File: config.mk
export PLATFORM = sky130hd
export DESIGN_NAME = mac_dev_flat
export DESIGN_NICKNAME = d
export VERILOG_FILES = /design/src/mac_pkg.sv /design/src/mac_if.sv /design/src/mac_dev.sv /design/src/flat_wrapper.sv
export SDC_FILE = /design/constraint.sdc
export NUM_CORES = 1
export LEC_CHECK = 0
export BUFFER_PORTS_ARGS = -buffer_cell sky130_fd_sc_hd__buf_2
export CELL_PAD_IN_SITES_DETAIL_PLACEMENT = 1
export CELL_PAD_IN_SITES_GLOBAL_PLACEMENT = 1
export CORE_MARGIN = 3
export CORE_UTILIZATION = 30
export DETAILED_ROUTE_END_ITERATION = 16
export PLACE_DENSITY = 0.61
export SYNTH_ARGS = -nofsm -noshare
export SYNTH_HDL_FRONTEND = slang
export SYNTH_SLANG_ARGS = --single-unit
export TNS_END_PERCENT = 20
File: constraint.sdc
create_clock -name clk_in -period 1.8 [get_ports clk_in]
set_input_delay 0.18 -clock clk_in [delete_from_list [all_inputs] [get_ports clk_in]]
set_output_delay 0.18 -clock clk_in [all_outputs]
set_load 0.01 [all_outputs]
File: src/mac_pkg.sv
/*
  shared constants for the multiplexed-address command port: commands,
  ball positions, per-configuration latencies and row-cycle figures.
  assumes a single 25 MHz clock and an active-low asynchronous reset.
*/
`default_nettype none
package mac_pkg;
  localparam int BALL_W   = 19;
  localparam int LADDR_W  = 20;
  localparam int BANK_W   = 3;
  localparam int CFG_W    = 3;
  localparam int LAT_W    = 4;

  typedef enum logic [2:0] {
    MAC_NOP, MAC_READ, MAC_WRITE, MAC_MRS, MAC_AUTO_REFRESH_CMD
  } mac_cmd_t;

  typedef enum logic [1:0] {MAC_BL2, MAC_BL4, MAC_BL8} mac_bl_t;

  // mode-register bit that turns on multiplexed addressing
  localparam int MRS_MUX_BIT = 5;

  // latency added by multiplexed addressing
  localparam logic [LAT_W-1:0] MUX_EXTRA = 4'h1;

  // per configuration 1..5, index 0 unused
  localparam logic [LAT_W-1:0] TRC_TAB [0:5] = '{4'h0, 4'h4, 4'h6, 4'h8, 4'h3, 4'h5};
  localparam logic [LAT_W-1:0] RL_TAB  [0:5] = '{4'h0, 4'h5, 4'h7, 4'h9, 4'h4, 4'h6};
  localparam logic [LAT_W-1:0] WL_TAB  [0:5] = '{4'h0, 4'h6, 4'h8, 4'hA, 4'h5, 4'h7};
  localparam int FMAX_MHZ [0:5] = '{0, 266, 400, 533, 200, 333};
  localparam int FMIN_MHZ = 175;
  // write followed by read to one bank in configuration 4
  localparam logic [LAT_W-1:0] TRC_WR_RD_CFG4 = 4'h4;
  localparam int CFG_SHORT_TRC = 4;
endpackage
`default_nettype wire

File: src/mac_if.sv
/*
  link between memory controller and device command port.
  assumes both ends share clk_in.
*/
`default_nettype none
interface mac_if;
  import mac_pkg::*;
  mac_cmd_t                   cmd;
  logic [BANK_W-1:0]          bank;
  logic [mac_pkg::BALL_W-1:0] ball;
  modport ctrl (output cmd, output bank, output ball);
  modport dev  (input cmd, input bank, input ball);
endinterface
`default_nettype wire

File: src/mac_dev.sv
/*
  device end: captures split addresses and issues decoded commands.
  assumes the controller keeps the command spacing of the far side.
*/
// What this block does
// - first edge passes balls A0, A3-A5, A8-A10, A13, A14, A17, A18 same-named
// - BL2 second edge remaps balls, ignores A0,A5
// - BL4/8 second edge ignores ball A10; BL8 first edge ignores A18
// - multiplexed mode adds one latency clock
// - configurations set row cycle, latencies, frequency
// - controller avoids BL8 in configurations 1,4
// - configuration 4 row cycle 3, write-read 4
// - refresh executes next edge, bank only
// - command may follow refresh next clock
// - mode bit A5 enables multiplexed addressing
// - address in two parts, consecutive edges
// - bank sampled only with first part
// - controller waits row cycle after refresh
`default_nettype none
module mac_dev
  import mac_pkg::*;
(
  // clock and reset
  input  wire logic                 clk_in,
  input  wire logic                 nrst_in,
  // link
  mac_if.dev                        link,
  // settings held by the device
  input  wire mac_bl_t              bl_in,
  input  wire logic [CFG_W-1:0]     cfg_in,
  // decoded command
  output logic                      cmd_valid_out,
  output mac_cmd_t                  cmd_out,
  output logic [BANK_W-1:0]         bank_out,
  output logic [LADDR_W-1:0]        addr_out,
  output logic [LAT_W-1:0]          read_latency_out,
  output logic [LAT_W-1:0]          write_latency_out,
  output logic [LAT_W-1:0]          row_cycle_out,
  output logic                      mux_mode_out
);
  ////////////////////////////////////////////////////////////////////////
  typedef enum logic {MAC_FIRST, MAC_SECOND} mac_phase_t;
  mac_phase_t            phase_reg;
  mac_cmd_t              pend_cmd_reg;
  logic [BANK_W-1:0]     pend_bank_reg;
  logic [LADDR_W-1:0]    first_addr_part_reg;
  logic [LADDR_W-1:0]    second_addr_part;
  logic [LADDR_W-1:0]    first_map;
  logic                  mux_reg;
  logic [CFG_W-1:0]      cfg_sel;

  assign cfg_sel = (cfg_in >= 3'h1 && cfg_in <= 3'h5) ? cfg_in : 3'h1;

  // first edge: same-named balls
  always_comb begin
    first_map = '0;
    first_map[0]  = link.ball[0];
    first_map[3]  = link.ball[3];
    first_map[4]  = link.ball[4];
    first_map[5]  = link.ball[5];
    first_map[8]  = link.ball[8];
    first_map[9]  = link.ball[9];
    first_map[10] = link.ball[10];
    first_map[13] = link.ball[13];
    first_map[14] = link.ball[14];
    first_map[17] = link.ball[17];
    first_map[18] = (bl_in == MAC_BL8) ? 1'b0 : link.ball[18];
  end

  // second edge: remapped balls, A0 and A5 ignored
  always_comb begin
    second_addr_part = '0;
    second_addr_part[1]  = link.ball[3];
    second_addr_part[2]  = link.ball[4];
    second_addr_part[6]  = link.ball[8];
    second_addr_part[7]  = link.ball[9];
    second_addr_part[19] = (bl_in == MAC_BL2) ? link.ball[10] : 1'b0;
    second_addr_part[11] = link.ball[13];
    second_addr_part[12] = link.ball[14];
    second_addr_part[16] = link.ball[17];
    second_addr_part[15] = link.ball[18];
  end

  ////////////////////////////////////////////////////////////////////////
  // capture sequencing; non-multiplexed commands complete in one edge
  always_ff @(posedge clk_in or negedge nrst_in) begin
    if (!nrst_in) begin
      phase_reg           <= MAC_FIRST;
      pend_cmd_reg        <= MAC_NOP;
      pend_bank_reg       <= '0;
      first_addr_part_reg <= '0;
    end else begin
      unique case (phase_reg)
        MAC_FIRST: begin
          if (mux_reg && (link.cmd == MAC_READ || link.cmd == MAC_WRITE
                          || link.cmd == MAC_MRS)) begin
            phase_reg           <= MAC_SECOND;
            pend_cmd_reg        <= link.cmd;
            pend_bank_reg       <= link.bank;
            first_addr_part_reg <= first_map;
          end
        end
        MAC_SECOND: begin
          // the command input is not looked at here: this clock is address only
          phase_reg <= MAC_FIRST;
        end
      endcase
    end
  end

  ////////////////////////////////////////////////////////////////////////
  always_ff @(posedge clk_in or negedge nrst_in) begin
    if (!nrst_in) begin
      cmd_valid_out <= 1'b0;
      cmd_out       <= MAC_NOP;
      bank_out      <= '0;
      addr_out      <= '0;
    end else if (phase_reg == MAC_SECOND) begin
      cmd_valid_out <= 1'b1;
      cmd_out       <= pend_cmd_reg;
      bank_out      <= pend_bank_reg;
      addr_out      <= first_addr_part_reg | second_addr_part;
    end else if (link.cmd == MAC_AUTO_REFRESH_CMD) begin
      // refresh needs the bank only, so it goes out after one edge
      cmd_valid_out <= 1'b1;
      cmd_out       <= MAC_AUTO_REFRESH_CMD;
      bank_out      <= link.bank;
      addr_out      <= '0;
    end else if (!mux_reg && link.cmd != MAC_NOP) begin
      cmd_valid_out <= 1'b1;
      cmd_out       <= link.cmd;
      bank_out      <= link.bank;
      addr_out      <= {1'b0, link.ball};
    end else begin
      cmd_valid_out <= 1'b0;
      cmd_out       <= MAC_NOP;
    end
  end

  ////////////////////////////////////////////////////////////////////////
  // mode bit is taken from the completed mode-register set
  always_ff @(posedge clk_in or negedge nrst_in) begin
    if (!nrst_in) begin
      mux_reg <= 1'b0;
    end else if (phase_reg == MAC_SECOND && pend_cmd_reg == MAC_MRS) begin
      mux_reg <= first_addr_part_reg[MRS_MUX_BIT];
    end else if (phase_reg == MAC_FIRST && !mux_reg && link.cmd == MAC_MRS) begin
      mux_reg <= link.ball[MRS_MUX_BIT];
    end
  end

  always_ff @(posedge clk_in or negedge nrst_in) begin
    if (!nrst_in) begin
      mux_mode_out      <= 1'b0;
      read_latency_out  <= '0;
      write_latency_out <= '0;
      row_cycle_out     <= '0;
    end else begin
      mux_mode_out <= mux_reg;
      // tables hold multiplexed figures; plain mode is one clock less
      read_latency_out  <= mux_reg ? RL_TAB[cfg_sel]
                                   : RL_TAB[cfg_sel] - MUX_EXTRA;
      write_latency_out <= mux_reg ? WL_TAB[cfg_sel]
                                   : WL_TAB[cfg_sel] - MUX_EXTRA;
      row_cycle_out     <= TRC_TAB[cfg_sel];
    end
  end
endmodule // mac_dev
`default_nettype wire

File: src/flat_wrapper.sv
// flat-port wrapper written by rule: the top's interface ports become plain ports
module mac_dev_flat import mac_pkg::*;
  (clk_in, nrst_in, bl_in, cfg_in, cmd_valid_out, cmd_out, bank_out, addr_out, read_latency_out, write_latency_out, row_cycle_out, mux_mode_out, link_cmd, link_bank, link_ball);
  mac_if link_i ();
  input  wire logic clk_in;
  input  wire logic nrst_in;
  input  wire mac_bl_t bl_in;
  input  wire logic [CFG_W-1:0] cfg_in;
  output logic cmd_valid_out;
  output mac_cmd_t cmd_out;
  output logic [BANK_W-1:0] bank_out;
  output logic [LADDR_W-1:0] addr_out;
  output logic [LAT_W-1:0] read_latency_out;
  output logic [LAT_W-1:0] write_latency_out;
  output logic [LAT_W-1:0] row_cycle_out;
  output logic mux_mode_out;
  input wire logic [$bits(link_i.cmd)-1:0] link_cmd;
  input wire logic [$bits(link_i.bank)-1:0] link_bank;
  input wire logic [$bits(link_i.ball)-1:0] link_ball;
  assign link_i.cmd = link_cmd;
  assign link_i.bank = link_bank;
  assign link_i.ball = link_ball;
  mac_dev u_core (.clk_in(clk_in), .nrst_in(nrst_in), .link(link_i), .bl_in(bl_in), .cfg_in(cfg_in), .cmd_valid_out(cmd_valid_out), .cmd_out(cmd_out), .bank_out(bank_out), .addr_out(addr_out), .read_latency_out(read_latency_out), .write_latency_out(write_latency_out), .row_cycle_out(row_cycle_out), .mux_mode_out(mux_mode_out));
endmodule
==> run summary <==
commonest cells after routing, fill and taps aside - 71 x sky130_fd_sc_hd__buf_2, 59 x sky130_fd_sc_hd__dfrtp_1, 24 x sky130_fd_sc_hd__nor2_1
synthesis warning total - 0
total grt overflow - 0
full die area - 10510 um^2
top_reg_cell synth - sky130_fd_sc_hd__dfrtp_1
post-synthesis register bit count - 59
wire length of the first global-routing pass - 10490 um
Leakage - 1.716 nW
Final Cell Area - 3541 um^2
post-synthesis instance total - 215
# H-tree levels - 3
cell internal pwr - 3.696 mW
WS Path Type - register to register
Ports - 72
placeable core area - 8891 um^2
post-synthesis share of cell area spent on full adders, half adders and majority gates - 0.02239
share of synthesized registers carrying an async set or reset - 1.000
clock tree sinks - 59
fraction of the yosys area taken by sequential cells - 0.5284
number of buffers inserted for hold repair after clock tree synthesis - 1
worst ir drop on vdd - 559.0 uV
dpl cells - 394
pin count of the biggest net entering global routing - 60
average detailed-routed wire length per instance - 15.22 um
number of pins with negative max-slew slack in the final report - 0
global-route usage over all layers - 0.1306
TritonCTS buffer count - 9
Net count, final - 335
Post-Route WL - 6257 um
non-filler cells in the finished layout - 411
run status - finished clean
area post-placement - 3327 um^2
Synth Area per Inst - 13.00 um^2
time the worst path needs with I/O delays and setup - 1.504 ns
post-synthesis cell area - 2794 um^2
starting utilization of the core area - 0.3142
worst slew margin relative to its limit - 0.7006
number of design-rule violations left by the first detailed-router iteration - 37
latest clock arrival within the worst-skew pair - 0.33 ns
final period utilization - 0.8357
die extent in y - 102.5 um
Post-synth EDFFs - 0
buffer depth of the longest clock path - 2
final-layout setup total negative slack - 0 ns
TritonCTS clock tree - yes
Compound-Gate Fraction of Synth Area - 0.04299
number of buffer cells added on primary ports - 71
post-cts gate resize count - 0
number of different library cells in the post-synthesis netlist - 35
HPWL after DPL - 4286 um
maximum fanout along the worst path - 16
arrival time at the worst endpoint - 1.72 ns
mux share of post-synthesis cell area - 0.2562
count of inserted antenna diode cells - 0
number of nets produced by synthesis - 252
Min-Delay Path Class - input pin to register
sequential share of power - 0.401
Highest Clock Rate - 664.8 MHz
hold violation total from the final report - 0
Detailed Routing Iterations Pass 1 - 4
total DRC errors in the routed layout - 0
total net switching power - 1.681 mW
signed area change from the synthesized netlist to the final layout - 26.74%
Max-Cap Viols - 0
clock-pin slew on the worst setup and hold paths - 0.06 ns
main combinational cell family by area after synthesis - multiplexers
final RePlAce weighted congestion - 0.8343
Vias/cell - 4.611
slew at the pin closest to its max-slew limit - 0.4429 ns
clock skew after layout - 0.006819 ns
row cnt - 34
number of flip-flops in the largest register - 20
number of global-route vias before repair - 2071
fraction of power consumed by the clock network - 0.228
required time of the worst setup path - 2.01 ns
die boundary width - 102.5 um
power per standard cell area - 1519 nW/um^2
CP Launch Type - register
most common library cell in the layout ignoring fill and taps - sky130_fd_sc_hd__buf_2
initial antenna violation count - 0
vias after detailed routing - 1895
Switching Share - 0.3126
RSZ-0062 raised after global routing - false
worst hold slack - 0.06158 ns
part of the power in combinational logic - 0.370
number of buffers inserted to repair setup after CTS - 0
clock tree root buffer cell - sky130_fd_sc_hd__clkbuf_8
layout cells sized above 1 - 0.4587
fraction of synthesized cell area in xor and xnor cells - 0.01881
endpoint type of the worst setup path - register
number of failing setup endpoints in the final timing report - 0
basic-gate share of the synthesized area counting and, or, nand and nor cells - 0.08688
Routed Antenna Nets - 0
==> cell usage after synthesis, types with 4 or more instances <==
cell type,instances,share of area
sky130_fd_sc_hd__buf_2,4,0.0072
sky130_fd_sc_hd__dfrtp_1,59,0.53
sky130_fd_sc_hd__ha_1,5,0.022
sky130_fd_sc_hd__inv_1,6,0.0081
sky130_fd_sc_hd__mux2_2,20,0.081
sky130_fd_sc_hd__mux2_4,18,0.097
sky130_fd_sc_hd__mux2i_1,22,0.079
sky130_fd_sc_hd__nand2_1,11,0.015
sky130_fd_sc_hd__nand2b_1,4,0.0090
sky130_fd_sc_hd__nor2_1,24,0.032
sky130_fd_sc_hd__o21ai_0,8,0.014
sky130_fd_sc_hd__xnor2_1,6,0.019
==> area by class of cell <==
cell class,instances,area [um^2]
clock inverter,4,48.80
fill,983,5350
sequential,59,1476
inverter,7,26.28
clock buffer,12,155.1
timing repair buffer,84,505.5
tap,108,135.1
multi-input combinational,137,1194
==> worst max-delay path, stage by stage, from the launching register on <==
cell and delay (ns):
sky130_fd_sc_hd__dfrtp_1 0.46, sky130_fd_sc_hd__nor3b_2 0.23, sky130_fd_sc_hd__o21a_1 0.19, sky130_fd_sc_hd__buf_12 0.17, sky130_fd_sc_hd__mux2_2 0.34
==> logic make-up after synthesis <==
kind of cell | Yosys count
XOR/XNOR | 6
adder cells (fa/ha/maj) | 5
multiplexers | 60
AO/OA/AOI/OAI | 18
buffers and inverters | 19
flip-flops | 59
AND/OR/NAND/NOR | 48
==> per-layer routing <==
layer / vias to the layer above / part of all wire / GRT usage
li1: 904 / - / -
met1: 941 / 0.45 / 0.1761
met2: 42 / 0.48 / 0.1961
met3: 8 / 0.052 / 0.04330
met4: 0 / 0.012 / 0.04743
met5: - / 0 / 0
==> stage by stage <==
stage	power [mW]	setup WS, ns	util
after floorplan	3.536	0.01554	-
after global placement	4.163	0.03275	0.3742
after global routing	5.790	0.2017	0.3983
after detailed placement	4.216	0.04536	0.3742
final	5.377	0.2957	0.3983
after CTS	5.495	0.2529	0.3983
==> path summary, 6_finish.rpt <==
check	startpoint	end	slack (ns)	depth (start not counted)
worst max-delay path	u_core.mux_reg$_DFFE_PN0P_	u_core.first_addr_part_reg[10]$_DFFE_PN0P_	0.30	4
worst min-delay path	bl_in[0]	u_core.addr_out[19]$_DFFE_PN0P_	0.06	2
worst max register to register	u_core.mux_reg$_DFFE_PN0P_	u_core.first_addr_part_reg[10]$_DFFE_PN0P_	0.30	4
worst min register to register	u_core.pend_bank_reg[1]$_DFFE_PN0P_	u_core.pend_bank_reg[1]$_DFFE_PN0P_	0.50	1
max in group asynchronous	nrst_in	u_core.write_latency_out[0]$_DFF_PN0_	1.14	3
min in group asynchronous	nrst_in	u_core.row_cycle_out[2]$_DFF_PN0_	0.39	3
==> power groups by stage <==
| stage | Sequential [mW] | Clock, mW | Combinational [mW] |
|---|---|---|---|
| 2_1_floorplan | 2.30 | 0 | 1.23 |
| 3_3_place_gp | 2.17 | 0 | 1.99 |
| 3_5_place_dp | 2.19 | 0 | 2.03 |
| 4_1_cts | 2.17 | 1.28 | 2.04 |
| 5_1_grt | 2.24 | 1.36 | 2.19 |
| 6_report | 2.16 | 1.23 | 1.99 |
Note: power is estimated with default switching activity, not from simulation.
